<file path="src/flash_protect_params.svh">
// constants for the flash sector protection and identification logic
// assumes inclusion by the package and both ends; definitions only
`ifndef FLASH_PROTECT_PARAMS_SVH
`define FLASH_PROTECT_PARAMS_SVH
// ============================================================
// geometry
`define SECTOR_COUNT        64
`define SECTOR_ADDR_BITS    6
`define BANK_ADDR_BITS      3
`define ADDR_BITS           22
`define DATA_BITS           16
// ============================================================
// commands (low data byte on a write cycle)
`define CMD_QUERY           8'h90
`define CMD_RESET           8'hF0
`define CMD_DPB_SET         8'hA1
`define CMD_DPB_CLEAR       8'hA0
`define CMD_DPB_STATUS      8'hA3
`define CMD_PROGRAM         8'hA5
`define CMD_ERASE           8'h30
`define CMD_LOCK_PROGRAM    8'hC0
// ============================================================
// reset values and identity (identity values are arbitrary)
`define DPB_RESET           1'b1
`define LOCK_RESET          1'b0
`define ID_MAKER            16'h00A5
`define ID_DEVICE           16'h5A3C
`define LOCK_RESERVED       15'h0000
// ============================================================
// timing, ns and cycles at 10 ns
`define CLOCK_PERIOD_NS     10
`define WRITE_GLITCH_NS     20
`define WRITE_GLITCH_CYC    ((`WRITE_GLITCH_NS + `CLOCK_PERIOD_NS - 1) / `CLOCK_PERIOD_NS)
`define POLL_NS             40
`define POLL_CYC            (`POLL_NS / `CLOCK_PERIOD_NS)
`define OPERATION_NS        200
`define OPERATION_CYC       (`OPERATION_NS / `CLOCK_PERIOD_NS)
`define SELECT_ACCESS_NS    50
`define SELECT_ACCESS_CYC   ((`SELECT_ACCESS_NS + `CLOCK_PERIOD_NS - 1) / `CLOCK_PERIOD_NS)
`endif

</file>
<file path="src/flash_protect_pkg.sv">
// types shared by both ends of the flash protection link
// assumes the params header is on the include path
`include "flash_protect_params.svh"
package flash_protect_pkg;
    typedef logic [`ADDR_BITS-1:0] addr_t;
    typedef logic [`DATA_BITS-1:0] data_t;
    typedef enum logic [1:0] {
        MODE_ARRAY,
        MODE_QUERY,
        MODE_STATUS
    } read_mode_e;
endpackage

</file>
<file path="src/flash_link_if.sv">
// pins between the flash device end and its host
// resolves the shared data bus dq here from the two output enables
`timescale 1ns/10ps
`include "flash_protect_params.svh"
interface flash_link_if;
    import flash_protect_pkg::*;
    logic  select_n;
    logic  out_en_n;
    logic  write_en_n;
    logic  hw_reset_n;
    logic  prog_volt;
    logic  supply_low;
    addr_t addr;
    data_t host_dq;
    logic  host_dq_oe;
    data_t dev_dq;
    logic  dev_dq_oe;
    logic  busy;
    wire   [`DATA_BITS-1:0] dq = dev_dq_oe ? dev_dq : (host_dq_oe ? host_dq : '0);
    modport device (
        input  select_n, out_en_n, write_en_n, hw_reset_n, prog_volt, supply_low,
        input  addr, host_dq, host_dq_oe,
        output dev_dq, dev_dq_oe, busy
    );
    modport host (
        output select_n, out_en_n, write_en_n, hw_reset_n, prog_volt, supply_low,
        output addr, host_dq, host_dq_oe,
        input  dev_dq, dev_dq_oe, busy
    );
endinterface

</file>
<file path="src/flash_protect_device.sv">
// What this block does
// - query mode drives id codes on sixteen bits
// - host puts sector address on top bits
// - bank-qualified query; other banks read array
// - host writes query command first
// - one volatile protect bit per sector, reset 1
// - set gives 0, clear gives 1, repeatable
// - reset returns all protect bits to 1
// - lock register program reverts protect bits
// - program/erase to protected sector ignored
// - protected sector attempt polls briefly then reads
// - status command reports sector protect bit
// - low program voltage locks all sectors
// - supply lockout refuses writes, resets to read
// - short write-enable pulses are filtered out
// - write needs select low, write low, output high
// - power-up with pins low accepts no command
// - lock register bit 0 only, rest reserved
// - standby floats outputs regardless of output enable
// - standby when select and reset high and not busy
// - host waits select access time after standby
// - deselect does not stop running operation
//
// device end: pins sampled through two flops; one write is taken at the
// filtered rising edge of write enable, command in the low data byte
`timescale 1ns/10ps
`include "flash_protect_params.svh"
module flash_protect_device
    import flash_protect_pkg::*;
(
    input  wire logic    i_clock,
    input  wire logic    i_rst,
    input  wire logic    i_clk_en,
    flash_link_if.device link,
    input  wire data_t   i_array_data,
    output logic         o_array_write,
    output logic         o_standby,
    output logic         o_lock_bit
);
    // ============================================================
    // pin synchronisers
    localparam int SW = 6 + `ADDR_BITS + `DATA_BITS;
    logic [SW-1:0] pin_meta_r;
    logic [SW-1:0] pin_r;
    always_ff @(posedge i_clock or posedge i_rst) begin
        if (i_rst) begin
            pin_meta_r <= '0;
            pin_r      <= '0;
        end else if (i_clk_en) begin
            pin_meta_r <= {link.select_n, link.out_en_n, link.write_en_n, link.hw_reset_n,
                           link.prog_volt, link.supply_low, link.addr, link.host_dq};
            pin_r      <= pin_meta_r;
        end
    end
    logic  sel_n, oe_n, we_n, rst_n, vpp, lockout;
    addr_t addr;
    data_t din;
    assign {sel_n, oe_n, we_n, rst_n, vpp, lockout, addr, din} = pin_r;
    wire [`SECTOR_ADDR_BITS-1:0] sector = addr[`ADDR_BITS-1 -: `SECTOR_ADDR_BITS];
    wire [`BANK_ADDR_BITS-1:0]   bank   = addr[`ADDR_BITS-1 -: `BANK_ADDR_BITS];

    // ============================================================
    // write enable glitch filter and write detection
    logic [3:0] low_cnt_r;
    logic       we_armed_r;
    logic       powered_r;
    wire        write_pulse = we_n && we_armed_r && !sel_n && oe_n;
    always_ff @(posedge i_clock or posedge i_rst) begin
        if (i_rst) begin
            low_cnt_r  <= '0;
            we_armed_r <= 1'b0;
        end else if (i_clk_en) begin
            if (we_n || sel_n || !oe_n) begin
                low_cnt_r <= '0;
            end else if (low_cnt_r < 4'(`WRITE_GLITCH_CYC)) begin
                low_cnt_r <= low_cnt_r + 4'h1;
            end
            // armed only after a low pulse of the full filter width
            we_armed_r <= !we_n && !sel_n && oe_n && (low_cnt_r >= 4'(`WRITE_GLITCH_CYC));
        end
    end
    // powered is hardware reset delayed one cycle; writes while reset low are dropped
    always_ff @(posedge i_clock or posedge i_rst) begin
        if (i_rst) begin
            powered_r <= 1'b0;
        end else if (i_clk_en) begin
            powered_r <= rst_n;
        end
    end
    wire write_ok = write_pulse && powered_r && rst_n && !lockout;

    // ============================================================
    // protect bits, lock bit and command state
    logic [`SECTOR_COUNT-1:0]   dpb_r;
    logic                       lock_r;
    read_mode_e                 mode_r;
    logic [`BANK_ADDR_BITS-1:0] query_bank_r;
    logic                       query_bank_en_r;
    logic [4:0]                 busy_cnt_r;
    logic                       busy_r;
    logic [`SECTOR_ADDR_BITS-1:0] status_sector_r;
    wire  [7:0] cmd = din[7:0];
    wire        sector_locked = !dpb_r[sector] || !vpp;

    always_ff @(posedge i_clock or posedge i_rst) begin
        if (i_rst) begin
            dpb_r <= {`SECTOR_COUNT{`DPB_RESET}};
        end else if (i_clk_en) begin
            if (!rst_n && powered_r) begin
                dpb_r <= {`SECTOR_COUNT{`DPB_RESET}};
            end else if (write_ok && !busy_r && cmd == `CMD_LOCK_PROGRAM) begin
                dpb_r <= {`SECTOR_COUNT{`DPB_RESET}};
            end else if (write_ok && !busy_r && cmd == `CMD_DPB_SET) begin
                dpb_r[sector] <= 1'b0;
            end else if (write_ok && !busy_r && cmd == `CMD_DPB_CLEAR) begin
                dpb_r[sector] <= 1'b1;
            end
        end
    end

    // non-volatile in the array; modelled as a flop that only programs once
    always_ff @(posedge i_clock or posedge i_rst) begin
        if (i_rst) begin
            lock_r <= `LOCK_RESET;
        end else if (i_clk_en) begin
            if (write_ok && !busy_r && cmd == `CMD_LOCK_PROGRAM) begin
                lock_r <= 1'b1;
            end
        end
    end

    always_ff @(posedge i_clock or posedge i_rst) begin
        if (i_rst) begin
            mode_r          <= MODE_ARRAY;
            query_bank_r    <= '0;
            query_bank_en_r <= 1'b0;
            status_sector_r <= '0;
        end else if (i_clk_en) begin
            if (lockout || !rst_n || !powered_r) begin
                mode_r <= MODE_ARRAY;
            end else if (write_ok && !busy_r) begin
                case (cmd)
                    `CMD_QUERY: begin
                        mode_r          <= MODE_QUERY;
                        query_bank_r    <= bank;
                        query_bank_en_r <= din[8];
                    end
                    `CMD_DPB_STATUS: begin
                        mode_r          <= MODE_STATUS;
                        status_sector_r <= sector;
                    end
                    `CMD_RESET:      mode_r <= MODE_ARRAY;
                    default:         mode_r <= mode_r;
                endcase
            end
        end
    end

    // ============================================================
    // program/erase engine: protected targets only poll briefly
    always_ff @(posedge i_clock or posedge i_rst) begin
        if (i_rst) begin
            busy_r        <= 1'b0;
            busy_cnt_r    <= '0;
            o_array_write <= 1'b0;
        end else if (i_clk_en) begin
            o_array_write <= 1'b0;
            if (lockout || !rst_n) begin
                busy_r     <= 1'b0;
                busy_cnt_r <= '0;
            end else if (busy_r) begin
                // select is not consulted, so deselecting does not stop it
                busy_cnt_r <= busy_cnt_r - 5'h1;
                busy_r     <= (busy_cnt_r != 5'h1);
            end else if (write_ok && (cmd == `CMD_PROGRAM || cmd == `CMD_ERASE)) begin
                busy_r <= 1'b1;
                if (sector_locked) begin
                    busy_cnt_r <= 5'(`POLL_CYC);
                end else begin
                    busy_cnt_r    <= 5'(`OPERATION_CYC);
                    o_array_write <= 1'b1;
                end
            end
        end
    end

    // ============================================================
    // read path
    wire   standby  = sel_n && rst_n && !busy_r;
    wire   in_bank  = !query_bank_en_r || (bank == query_bank_r);
    data_t rdata;
    always_comb begin
        rdata = i_array_data;
        case (mode_r)
            MODE_QUERY: begin
                if (in_bank) begin
                    case (addr[1:0])
                        2'h0:    rdata = `ID_MAKER;
                        2'h1:    rdata = `ID_DEVICE;
                        2'h2:    rdata = {15'h0000, !dpb_r[sector]};
                        default: rdata = {`LOCK_RESERVED, lock_r};
                    endcase
                end
            end
            MODE_STATUS: rdata = {15'h0000, dpb_r[status_sector_r]};
            MODE_ARRAY:  rdata = i_array_data;
            default:     rdata = i_array_data;
        endcase
    end
    always_ff @(posedge i_clock or posedge i_rst) begin
        if (i_rst) begin
            link.dev_dq    <= '0;
            link.dev_dq_oe <= 1'b0;
            link.busy      <= 1'b0;
            o_standby      <= 1'b0;
            o_lock_bit     <= `LOCK_RESET;
        end else if (i_clk_en) begin
            link.dev_dq    <= rdata;
            link.dev_dq_oe <= !standby && !sel_n && !oe_n && we_n && rst_n;
            link.busy      <= busy_r;
            o_standby      <= standby;
            o_lock_bit     <= lock_r;
        end
    end
endmodule // flash_protect_device

</file>
<file path="src/flat_wrapper.sv">
// flat-port wrapper written by rule: the top's interface ports become plain ports
module flash_protect_device_flat import flash_protect_pkg::*;
  (i_clock, i_rst, i_clk_en, i_array_data, o_array_write, o_standby, o_lock_bit, link_select_n, link_out_en_n, link_write_en_n, link_hw_reset_n, link_prog_volt, link_supply_low, link_addr, link_host_dq, link_host_dq_oe, link_dev_dq, link_dev_dq_oe, link_busy);
  flash_link_if link_i ();
  input  wire logic i_clock;
  input  wire logic i_rst;
  input  wire logic i_clk_en;
  input  wire data_t i_array_data;
  output logic o_array_write;
  output logic o_standby;
  output logic o_lock_bit;
  input wire logic [$bits(link_i.select_n)-1:0] link_select_n;
  input wire logic [$bits(link_i.out_en_n)-1:0] link_out_en_n;
  input wire logic [$bits(link_i.write_en_n)-1:0] link_write_en_n;
  input wire logic [$bits(link_i.hw_reset_n)-1:0] link_hw_reset_n;
  input wire logic [$bits(link_i.prog_volt)-1:0] link_prog_volt;
  input wire logic [$bits(link_i.supply_low)-1:0] link_supply_low;
  input wire logic [$bits(link_i.addr)-1:0] link_addr;
  input wire logic [$bits(link_i.host_dq)-1:0] link_host_dq;
  input wire logic [$bits(link_i.host_dq_oe)-1:0] link_host_dq_oe;
  output wire logic [$bits(link_i.dev_dq)-1:0] link_dev_dq;
  output wire logic [$bits(link_i.dev_dq_oe)-1:0] link_dev_dq_oe;
  output wire logic [$bits(link_i.busy)-1:0] link_busy;
  assign link_i.select_n = link_select_n;
  assign link_i.out_en_n = link_out_en_n;
  assign link_i.write_en_n = link_write_en_n;
  assign link_i.hw_reset_n = link_hw_reset_n;
  assign link_i.prog_volt = link_prog_volt;
  assign link_i.supply_low = link_supply_low;
  assign link_i.addr = link_addr;
  assign link_i.host_dq = link_host_dq;
  assign link_i.host_dq_oe = link_host_dq_oe;
  assign link_dev_dq = link_i.dev_dq;
  assign link_dev_dq_oe = link_i.dev_dq_oe;
  assign link_busy = link_i.busy;
  flash_protect_device u_core (.i_clock(i_clock), .i_rst(i_rst), .i_clk_en(i_clk_en), .link(link_i), .i_array_data(i_array_data), .o_array_write(o_array_write), .o_standby(o_standby), .o_lock_bit(o_lock_bit));
endmodule
</file>
<file path="config.mk">
export PLATFORM = sky130hd
export DESIGN_NAME = flash_protect_device_flat
export DESIGN_NICKNAME = d
export VERILOG_FILES = /design/src/flash_protect_pkg.sv /design/src/flash_link_if.sv /design/src/flash_protect_device.sv /design/src/flat_wrapper.sv
export VERILOG_INCLUDE_DIRS = /design/src
export SDC_FILE = /design/constraint.sdc
export NUM_CORES = 1
export LEC_CHECK = 0
export ABC_AREA = 1
export BUFFER_PORTS_ARGS = -buffer_cell sky130_fd_sc_hd__buf_2
export CORE_ASPECT_RATIO = 1.2
export CORE_MARGIN = 5
export CORE_UTILIZATION = 51
export DETAILED_ROUTE_END_ITERATION = 10
export PLACE_DENSITY = 0.7
export SLEW_MARGIN = 0
export SYNTH_ARGS = -nofsm -noshare
export SYNTH_HDL_FRONTEND = slang
export SYNTH_SLANG_ARGS = --single-unit
export TNS_END_PERCENT = 100
</file>
<file path="constraint.sdc">
create_clock -name i_clock -period 5.4 [get_ports i_clock]
set_input_delay 0.27 -clock i_clock [delete_from_list [all_inputs] [get_ports i_clock]]
set_output_delay 0.27 -clock i_clock [all_outputs]
set_load 0.01 [all_outputs]
</file>
* After elaboration in Yosys (flattened, before gate mapping)
Cells that the tools add are included.
** Operators by class
- Add/sub/neg operators :: 2
- Order comparisons :: 5
- Equality and inequality tests :: 14
- Muxes and demuxes :: 29
- Bitwise logic cells :: 4
- Reductions and logical operators :: 53
** Operators by type and width (count)
- 64-bit two-way mux :: 4
- 64-bit AND :: 1
- 64-bit NOT :: 1
- 64-bit OR :: 1
- 8-bit equality test (second input constant) :: 7
- 15-bit case mux with 3 select lines :: 1
- 16-bit case mux with 2 select lines :: 1
- 1-bit logical AND :: 22
- 5-bit two-way mux :: 4
- 16-bit two-way mux :: 1
- 6-bit by 7-bit < comparator with 1-bit output (second input constant) :: 2
- 1-bit binary-select mux with 6-bit select :: 2
- 1-bit logical NOT :: 11
- 1-bit two-way mux :: 10
- 8-bit by 6-bit equality test with 1-bit output (second input constant) :: 1
- 4-bit two-way mux :: 2
- 2-bit AND reduction :: 4
- 4-bit AND reduction :: 2
- 4-bit nonzero test :: 2
- 1-bit logical OR :: 7
- 1-bit demux with 6-bit select :: 1
- 6-bit by 1-bit greater-or-equal comparator with 1-bit output (second input constant) :: 1
- 2-bit case mux with 3 select lines :: 1
- 5-bit by 1-bit inequality test with 1-bit output (second input constant) :: 1
- 13 further kinds :: 17
** Storage, ports and cells
- Flip-flop bits (word level) :: 198
- Input bits :: 64

* Longest topological paths before layout
Gate-level depths: netlist (run 1).
- Depth after elaboration :: 12
- Mapped depth :: 15
- Gate-level depth less buffers :: 13

* Worst setup path after synthesis (run 1)
No wires, ideal clock.
- Path type :: register -> register
- From :: register u_core.pin_r[40]
- To :: register u_core.dpb_r[0]
- Data arrival time :: 1.712 ns
- Setup slack :: 3.607 ns
- Cell stages (with the launch flop) :: 14
- Buffers on the path :: 2
- Clock period less this slack :: 1.793 ns
- Cell sequence :: dfrtp_1 > inv_2 > nor2_2 > inv_2 > nor2_4 > inv_2 > nor3_2 > nand2_1 > nor2_1 > a21oi_1 > a21oi_2 > buf_4 > buf_2 > a21oi_1
** On the way
- Longest elaborated chain between the ends :: 7
** RTL lines
- start: declaration :: RTL line flash_protect_device.sv:44 : logic [SW-1:0] pin_r;
- start signal: assignment :: RTL line flash_protect_device.sv:52 : pin_r <= pin_meta_r;
- 1-bit logical AND (2 in a row) :: RTL line flash_protect_device.sv:90 : wire write_ok = write_pulse && powered_r && rst_n && !lockout;
- 1-bit logical AND :: RTL line flash_protect_device.sv:111, flash_protect_device.sv:113, flash_protect_device.sv:115
- 1-bit logical AND (no line)
- 64-bit two-way mux :: RTL line flash_protect_device.sv:113 : end else if (write_ok && !busy_r && cmd == `CMD_DPB_SET) begin
- 64-bit two-way mux :: RTL line flash_protect_device.sv:111 : end else if (write_ok && !busy_r && cmd == `CMD_LOCK_PROGRAM) begin
- 64-bit two-way mux :: RTL line flash_protect_device.sv:109 : if (!rst_n && powered_r) begin
- end signal: assignment :: RTL line flash_protect_device.sv:107 : dpb_r <= {`SECTOR_COUNT{`DPB_RESET}};
- end signal: assignment :: RTL line flash_protect_device.sv:110 : dpb_r <= {`SECTOR_COUNT{`DPB_RESET}};
- end signal: assignment :: RTL line flash_protect_device.sv:112 : dpb_r <= {`SECTOR_COUNT{`DPB_RESET}};
- end: declaration :: RTL line flash_protect_device.sv:94 : logic [`SECTOR_COUNT-1:0] dpb_r;
Parallel ways exist; a longest one is shown, timed or not.
A chain may end at the register's enable or synchronous reset.

* Worst setup path after layout (run 1)
- From :: register u_core.pin_r[40]
- To :: register u_core.dpb_r[57]
Same word-level chain as after synthesis.

==> results list, run 1 <==
* Run status: finished, final reports clean
- Max-cap violations in this run came to 0.
- In this run, post-CTS hold repair placed 0 buffers.
- DRC marker count from the first detailed-route iteration: 545
- Yosys mapped a number of flops with a built-in enable equal to 0.
- Minimum clock period: 3.429 ns
- In this run the vertical extent of the chip is 154.3 um.
- Worst setup startpoint: u_core.pin_r[40]$_DFFE_PP0P_
- Max-slew violation total from the final report: 0
* Number of clock sinks: 156
- At the later pin of the worst-skew pair, clock insertion delay measures 0.43 ns.
* Port Buffer Count: 62
- The cell area that synthesis handed to floorplanning was 8843 sq um.
- Of the cells placed in the final design, the portion with a size suffix greater than 1 is 0.1404.
* Crit path to: u_core.dpb_r[57]$_DFFE_PP1P_
* Wire length of the first global-routing pass: 38500 um
- The tree is rooted in a sky130_fd_sc_hd__clkbuf_16.
- Minimum setup slack among reg-to-reg paths: 1.97 ns
- The share of total power dissipated in combinational logic is 0.271.
- Initial antenna violation count: 0
- CP arrival: 3.77 ns
- Of the total power, the clock network draws 0.294.
- Final routed wirelength across all metal layers: 23580 um
- Critical Path Source Type: register
* Register cell area after layout: 3984 sq um
- Number of buffers added by the clock tree synthesis step: 17
- End of the worst register-to-register path: u_core.dpb_r[57]$_DFFE_PP1P_
- Summed over all instances, the cell type with the most area after synthesis is sky130_fd_sc_hd__dfrtp_1.
* Cell Count Post-Placement: 1487
* Area enclosed by the die boundary: 20080 sq um
* Number of inserted diodes: 0
- Each instance of the synthesized netlist takes up on average 7.013 sq um.
* Effective utilization at floorplan: 0.5208
- Mapped Cells: 1261
- Ports placed on the boundary: 85
- Across the VDD grid, the largest voltage drop is 225.0 uV.
- In the finished design, the share of the clock period the worst path needs comes to 0.6350.
- The worst setup path is of the register to register kind.
- Most used flip-flop cell after synthesis: sky130_fd_sc_hd__dfrtp_1
* Top area cells in the synthesized netlist: sky130_fd_sc_hd__dfrtp_1 26%, sky130_fd_sc_hd__dfstp_2 19%, sky130_fd_sc_hd__nand2_1 14%, sky130_fd_sc_hd__a21oi_1 7.9%, sky130_fd_sc_hd__nor2_1 7.1%
- Once detail routing completed, the nets flagged for antenna violations numbered 0.
* Layout overhead on the synthesized area: 10.99%
- The worst setup path is captured at a register.
* Cell count of the worst reg-to-reg path: 14
- Proportion of power drawn by flip-flops and latches: 0.434
* Fraction of registers with async set or reset after synthesis: 1.000
* Max_slew headroom: 0.1907
- Entering global routing, the biggest net connects 100 pins.
- Net switching fraction of the power: 0.3491
* DIE WIDTH: 130.2 um
- Total negative setup slack: 0 ns
- Via count normalized by instance count: 5.444
- Post-CTS repair changed the size of 0 cells.
- Required time at the endpoint of the critical path: 5.74 ns
- During synthesis, Yosys emitted a total of 0 warnings.
* Number of rows created at floorplan: 52
- Derived from the worst setup path, the maximum achievable clock frequency is 291.6 MHz.
* Number of global-route vias before repair: 7885
- Dividing the detail-routed wire length by the instance count gives 15.52 um.
* Fraction of synthesized cell area taken by the top area cell type: 0.2603
* Detailed-router iteration count before antenna repair: 5
- Internal power comes to 0.002740 W.
* Slew at the pin closest to its max-slew limit: 1.213 ns
- In this run the number of H-tree levels came out at 4.
- Non-filler cells, final: 1519
* Final count of negative-setup-slack endpoints: 0
- After legalization and detailed placement, the total HPWL measured 14770 um.
* Final weighted congestion in routability-driven placement: 0.9055
- Global routing usage summed across all routing layers: 0.2392
- Setup repair after global routing missed its margin: false
- Reg-to-reg critical path startpoint: u_core.pin_r[40]$_DFFE_PP0P_
- Maximum fanout along the worst path: 65
* CTS tree: yes
- Post-CTS timing repair inserted 0 buffers for setup.
- In this run the power spent charging and discharging nets is 0.001469 W.
- Flip-flop and latch count after synthesis: 156
- Commonest non-fill, non-tap cells in the layout: 321 x sky130_fd_sc_hd__nand2_1, 167 x sky130_fd_sc_hd__nor2_1, 138 x sky130_fd_sc_hd__a21oi_1, 127 x sky130_fd_sc_hd__inv_1, 110 x sky130_fd_sc_hd__o21ai_0
* Endpoints failing hold: 0
- Proportion of synthesized chip area in sequential cells: 0.4505
- The clock passes through at most 2 buffers.
* Global-route congestion overflow total: 0
- Total via count in the routed design: 8270
- In this run the static leakage power is 4.915 nW.
- Worst clock skew: 0.01063 ns
* Mapped Nets: 1331
- The min-delay analysis places its worst path in the category input pin to asynchronous set/reset pin.
* Count of unique library cells instantiated by Yosys: 34
- Number of nets in the finished design: 1360
* Worst-path clk slew: 0.07 ns
* Filler cells: 1607
- In the final layout, the multi-input gates occupy 4056 sq um.
* Power per cell area: 428.8 nW/um^2
- DRC Markers: 0
- Standard cell core area: 16980 sq um
- Commonest non-fill, non-tap cell in the layout: sky130_fd_sc_hd__nand2_1
==> worst min path at each step <==
| stage | from | endpoint | slack [ns] | cells past startpoint |
|---|---|---|---|---|
| floorplan | link_addr[16] | u_core.pin_meta_r[32]$_DFFE_PP0P_ | 0.39 | 2 |
| global placement | u_core.pin_meta_r[5]$_DFFE_PP0P_ | u_core.pin_meta_r[5]$_DFFE_PP0P_ | 0.45 | 2 |
| detailed placement | u_core.pin_r[42]$_DFFE_PP0P_ | u_core.link.dev_dq_oe$_DFFE_PP0P_ | 0.46 | 1 |
| CTS | link_host_dq[3] | u_core.pin_meta_r[3]$_DFFE_PP0P_ | 0.03 | 3 |
| global route | link_host_dq[5] | u_core.pin_meta_r[5]$_DFFE_PP0P_ | 0.04 | 3 |
| finish | i_rst | u_core.status_sector_r[2]$_DFFE_PP0P_ | 0.03 | 2 |
==> cell usage after synthesis (all sizes together) (6+ instances only) <==
library cell  number
nand3             99
dfrtp             92
nand4              8
nor2             169
dfstp             64
inv              138
o21ai            128
a21oi            140
nand2            321
clkbuf            33
nor3              15
buf               28
ha                 6
==> critical path, stage by stage (launching register included) <==
cell and delay [ns]:
sky130_fd_sc_hd__dfrtp_1 0.40, sky130_fd_sc_hd__inv_2 0.08, sky130_fd_sc_hd__nor2_2 0.15, sky130_fd_sc_hd__inv_2 0.08, sky130_fd_sc_hd__nor2_4 0.11, sky130_fd_sc_hd__inv_2 0.07
sky130_fd_sc_hd__nor3_2 0.14, sky130_fd_sc_hd__nand2_1 0.14, sky130_fd_sc_hd__nor2_1 0.35, sky130_fd_sc_hd__a21oi_4 0.04, sky130_fd_sc_hd__buf_4 0.32, sky130_fd_sc_hd__a21oi_4 0.59
sky130_fd_sc_hd__buf_4 0.56, sky130_fd_sc_hd__nor2_1 0.08, sky130_fd_sc_hd__a21oi_1 0.16
==> state kept, by name, indices dropped and copies added (netlist names), 2 cells and up <==
name / count
u_core.dpb_r: 64
u_core.link.dev_dq: 16
u_core.pin_r: 23
u_core.mode_r: 2
u_core.pin_meta_r: 23
u_core.low_cnt_r: 4
u_core.query_bank_r: 3
u_core.busy_cnt_r: 5
u_core.status_sector_r: 6
==> power by group through the flow <==
stage	clock, W	sequential [W]	combinational, W
after global routing	0.00131	0.00187	0.00132
after global placement	0	0.00184	0.00110
after floorplan	0	0.00180	0.000877
final	0.00124	0.00183	0.00114
after CTS	0.00126	0.00183	0.00114
after detailed placement	0	0.00184	0.00114
==> cell type report <==
type / count / share of cell area
Multi-Input combinational cell: 905 / 0.4133
Sequential cell: 156 / 0.4059
Inverter: 139 / 0.05366
Clock buffer: 18 / 0.04372
Timing Repair Buffer: 71 / 0.03850
Tap cell: 216 / 0.02753
Clock inverter: 14 / 0.01746
==> stage by stage <==
step / setup slack (ns) / hold WS [ns] / total power (W) / instance area (sq um) / util
after CTS: 1.983 / 0.02805 / 0.004225 / 9816 / 0.5780
after global routing: 1.693 / 0.04129 / 0.004509 / 9816 / 0.5780
final: 1.971 / 0.03037 / 0.004209 / 9816 / 0.5780
after floorplan: 1.029 / 0.3866 / 0.002679 / 8843 / -
after detailed placement: 2.025 / 0.4580 / 0.002979 / 9215 / 0.5427
after global placement: 2.110 / 0.4540 / 0.002940 / 9215 / 0.5427
==> kinds of logic after synthesis <==
group	synth area share
buf+inv	0.09352
xor+xnor	0.0009906
flops	0.4505
compound gates	0.1636
fa+ha+maj	0.008489
simple gates	0.2830
==> per-layer routing <==
layer | wire, um | vias to the layer above | track usage
li1 | - | 4120 | -
met1 | 9570 | 3779 | 0.3056
met2 | 11600 | 301 | 0.3958
met3 | 1430 | 70 | 0.03587
met4 | 973 | 0 | 0.1129
met5 | 0 | - | 0
(Power assumes the default switching activity.)
==> inputs of run 2 (changes only) <==
Settings changed: ABC_AREA 1 to 0, PLACE_DENSITY 0.7 to 0.71.
Clock period 5.4 ns to 3.6 ns, I/O delays scaled along.
==> run 2 against run 1 <==
Effect of this change: the run now ends with negative hold slack left; via count fell by 25%; routed wire length fell by 17%; clock skew fell by 0.0023 ns; non-clock buffer count rose by 31; highest routed layer unchanged; clock-buffer cell count rose by 2; sequential share of layout area rose by 2.5 points; combinational power fell by 46%.
==> results list, run 2 <==
* Run status: complete, but fails checks
- Failing checks: negative hold slack
- During synthesis, Yosys emitted a total of 0 warnings.
* Layout cell share with drive strength beyond 1: 0.3312
- Initial antenna violation count: 0
* Via count normalized by instance count: 6.306
- Final worst slack: 0.6138 ns
- Buffers added to address setup during post-CTS repair amount to 0.
- In the synthesized netlist, the number of instances is 698.
* Count of max-cap constraint violations: 0
- Clock latency on the worst-skew pair, taken at its later pin, is 0.43 ns.
* Fraction of registers with async set or reset after synthesis: 1.000
- Setup violations remaining at the end of the flow were counted as 0.
* DRC marker count from the first detailed-route iteration: 574
- The critical path is of the register to register type.
* Layout overhead on the synthesized area: 15.96%
- Static timing analysis puts the maximum clock frequency at 334.9 MHz.
- Row generation in the floorplan step produced 50 rows.
- Of the available clock period, the critical path in the final layout requires 0.8295.
* Setup repair after global routing missed its margin: false
- Minimum setup slack among reg-to-reg paths: 0.61 ns
- Sorting the synthesized cells by area gives the leading types as sky130_fd_sc_hd__dfrtp_1 29%, sky130_fd_sc_hd__dfstp_2 21%, sky130_fd_sc_hd__mux2_2 8.7%, sky130_fd_sc_hd__o31ai_1 6.3%, sky130_fd_sc_hd__o22ai_1 5.5%.
- Once detailed placement completed, the half-perimeter wirelength came to 12630 um.
* Number of flip-flops under the largest register name: 64
* Largest regs: u_core.dpb_r: 64 flops, u_core.pin_meta_r: 23 flops, u_core.pin_r: 23 flops
- STA classifies the critical path startpoint as a register.
- The worst register-to-register path begins at u_core.pin_r[34]$_DFFE_PP0P_.
- For this run, global-route usage on met3 was measured as 0.05006.
- Hold/Removal Path Class: input pin to asynchronous set/reset pin
* Worst-path clk slew: 0.06 ns
- Number of inserted diodes: 0
- Most used flip-flop cell after synthesis: sky130_fd_sc_hd__dfrtp_1
* Register cell area after layout: 3984 sq um
* DRT antenna net count: 0
- The commonest cells after synthesis are 92 x sky130_fd_sc_hd__dfrtp_1, 70 x sky130_fd_sc_hd__o22ai_1, 67 x sky130_fd_sc_hd__o31ai_1.
* Lkg Pwr: 3.589 nW
- Number of nets in the finished design: 831
- Worst hold margin: -0.08354 ns
- During placement, the flow inserted port buffers numbering 62.
- The number of global-route vias before repair is 6405.
* Minimum clock period: 2.986 ns
- After detailed routing, the number of remaining DRC violations is 0.
- Non-filler cells, final: 981
- Most common cell in the netlist: sky130_fd_sc_hd__dfrtp_1
- Standard cell core area: 15510 sq um
* Worst clock skew: 0.008305 ns
- Leaving out fill and tap cells, the most frequent cell in the layout is sky130_fd_sc_hd__dfrtp_1.
- Flip-flop and latch count after synthesis: 156
- Wire length of the first global-routing pass: 32130 um
* Proportion of synthesized chip area in sequential cells: 0.4992
- The worst register-to-register path ends at u_core.busy_cnt_r[4]$_DFFE_PP0P_.
* Mapped Nets: 768
* CTS tree: yes
- Final routed wirelength across all metal layers: 19530 um
- For met1 alone, demand over resource in global routing was 0.2753.
* Max_slew headroom: 0.3307
- Number of clock sinks: 156
* Maximum buffer depth of the clock tree: 2
- Area of the multi-input gates: 3700 sq um
- Maximum fanout along the worst path: 23
* DIE WIDTH: 124.2 um
* Die Ht: 147.0 um
- Required time at the endpoint of the critical path: 3.88 ns
- Slew at the pin closest to its max-slew limit: 1.004 ns
- Fraction of synthesized cell area taken by the top area cell type: 0.2885
* Commonest non-fill, non-tap cells in the layout: 92 x sky130_fd_sc_hd__dfrtp_1, 70 x sky130_fd_sc_hd__o22ai_1, 67 x sky130_fd_sc_hd__o31ai_1, 64 x sky130_fd_sc_hd__dfstp_2
- Dpl ws: 0.6229 ns
- Cell area after technology mapping: 7980 sq um
* Wire length per cell: 19.91 um
- After filler insertion, the fill cell instance count of the layout stands at 1236.
- Detailed-router iteration count before antenna repair: 5
- Final weighted congestion in routability-driven placement: 0.8604
* Max-slew violation total from the final report: 0
* Ports placed on the boundary: 85
- IR analysis of the VDD net gives a maximum drop of 366.7 uV.
- Data on the critical path arrives at its endpoint at 3.27 ns.
* Number of synthesized flops with an enable pin: 0
- The number of hold violations in the final report was 38.
* Count of unique library cells instantiated by Yosys: 60
- Total negative setup slack: 0 ns
* Global routing usage summed across all routing layers: 0.2229
* Level count of the clock H-tree: 4
- Cell count of the worst reg-to-reg path: 7
- Power per cell area: 470.6 nW/um^2
- Number of buffers added by the clock tree synthesis step: 17
- Buffer cell driving the clock tree root: sky130_fd_sc_hd__clkbuf_16
* Total via count in the routed design: 6186
* Global-route congestion overflow total: 0
- Met2 global-route usage: 0.3728
* Cell Count Post-Placement: 921
- Each instance of the synthesized netlist takes up on average 11.43 sq um.
- Synth area leader: sky130_fd_sc_hd__dfrtp_1
- Entering global routing, the biggest net connects 157 pins.
* Top Usage Layer GRT: met2
- Critical Path End Type: register
- Area enclosed by the die boundary: 18260 sq um
- For this configuration, the core starts out at a cell density of 0.5144.
- The register with the most flip-flops in the final layout is u_core.dpb_r.
-- run 2: changes by cell type after synthesis, moves of 64 or more --
| cell | previous run | this run |
|---|---|---|
| sky130_fd_sc_hd__o21ai_0 | 110 | 25 |
| sky130_fd_sc_hd__o22ai_1 | 3 | 70 |
| sky130_fd_sc_hd__nand3_1 | 99 | 21 |
| sky130_fd_sc_hd__nor2_1 | 167 | 27 |
| sky130_fd_sc_hd__nand2_1 | 321 | 33 |
| sky130_fd_sc_hd__a21oi_1 | 139 | 14 |
| sky130_fd_sc_hd__o31ai_1 | 3 | 67 |
| sky130_fd_sc_hd__inv_1 | 128 | 15 |
-- run 2: worst max-delay path by stage --
| stage | from | endpoint | slack [ns] | cells past startpoint |
|---|---|---|---|---|
| 2_1_floorplan | u_core.status_sector_r[1]$_DFFE_PP0P_ | u_core.link.dev_dq[0]$_DFFE_PP0P_ | 1.27 | 7 |
| 6_report | u_core.pin_r[34]$_DFFE_PP0P_ | u_core.busy_cnt_r[4]$_DFFE_PP0P_ | 0.61 | 7 |
| 5_1_grt | u_core.pin_r[34]$_DFFE_PP0P_ | u_core.busy_cnt_r[4]$_DFFE_PP0P_ | 0.47 | 7 |
| 3_3_place_gp | u_core.pin_r[34]$_DFFE_PP0P_ | u_core.busy_cnt_r[4]$_DFFE_PP0P_ | 0.71 | 7 |
| 4_1_cts | u_core.pin_r[34]$_DFFE_PP0P_ | u_core.busy_cnt_r[4]$_DFFE_PP0P_ | 0.63 | 7 |
| 3_5_place_dp | u_core.pin_r[34]$_DFFE_PP0P_ | u_core.busy_cnt_r[4]$_DFFE_PP0P_ | 0.62 | 7 |
-- run 2: cell type report --
class,instances,share of cell area
Sequential cell,156,0.4305
Multi-Input combinational cell,468,0.3998
Clock buffer,20,0.04935
Clock inverter,11,0.01014
Tap cell,208,0.02812
Inverter,16,0.006896
Timing Repair Buffer,102,0.07518
-- run 2: routing by layer --
metal / wire [um] / vias up
met1: 7691 / 3073
met2: 10060 / 237
met3: 1257 / 43
li1: - / 2833
met4: 521 / 0
met5: 0 / -
-- run 2: repair_timing --
action	in CTS	in global routing
hold buffers	28	1
gates resized for setup	0	0
endpoints found under the setup margin	0	0
endpoints found under the hold margin	28	1
-- run 2: critical path: stages (launching register included) --
cell and delay (ns):
sky130_fd_sc_hd__dfrtp_1 1.00, sky130_fd_sc_hd__mux2_2 0.42, sky130_fd_sc_hd__a22oi_1 0.20, sky130_fd_sc_hd__o31ai_1 0.08
sky130_fd_sc_hd__a31oi_1 0.20, sky130_fd_sc_hd__o22ai_1 0.11, sky130_fd_sc_hd__a211oi_1 0.63, sky130_fd_sc_hd__o21ai_0 0.19
-- run 2: report_power, final --
group	internal, W	switching [W]	total [W]
registers	0.00192	0.000141	0.00206
logic	0.000281	0.000335	0.000616
clock network	0.000977	0.000704	0.00168
-- run 2: cell families after synthesis --
logic type / count (synthesis) / synth area share
buffers and inverters: 74 / 0.03873
multiplexers: 96 / 0.1638
adder cells (fa/ha/maj): 6 / 0.009407
flip-flops: 156 / 0.4992
XOR/XNOR: 3 / 0.003293
AND/OR/NAND/NOR: 133 / 0.08702
AO/OA/AOI/OAI: 230 / 0.1985
-- run 2: per-stage QoR --
stage / util / power [W] / hold WS, ns / instance area, sq um
6_report: 0.5965 / 0.004355 / -0.08354 / 9254
5_1_grt: 0.5965 / 0.004544 / 0.008892 / 9254
4_1_cts: 0.5958 / 0.004376 / 0.001161 / 9244
3_5_place_dp: 0.5423 / 0.002671 / 0.4025 / 8413
3_3_place_gp: 0.5423 / 0.002644 / 0.3993 / 8413
2_1_floorplan: - / 0.002479 / 0.3084 / 7984
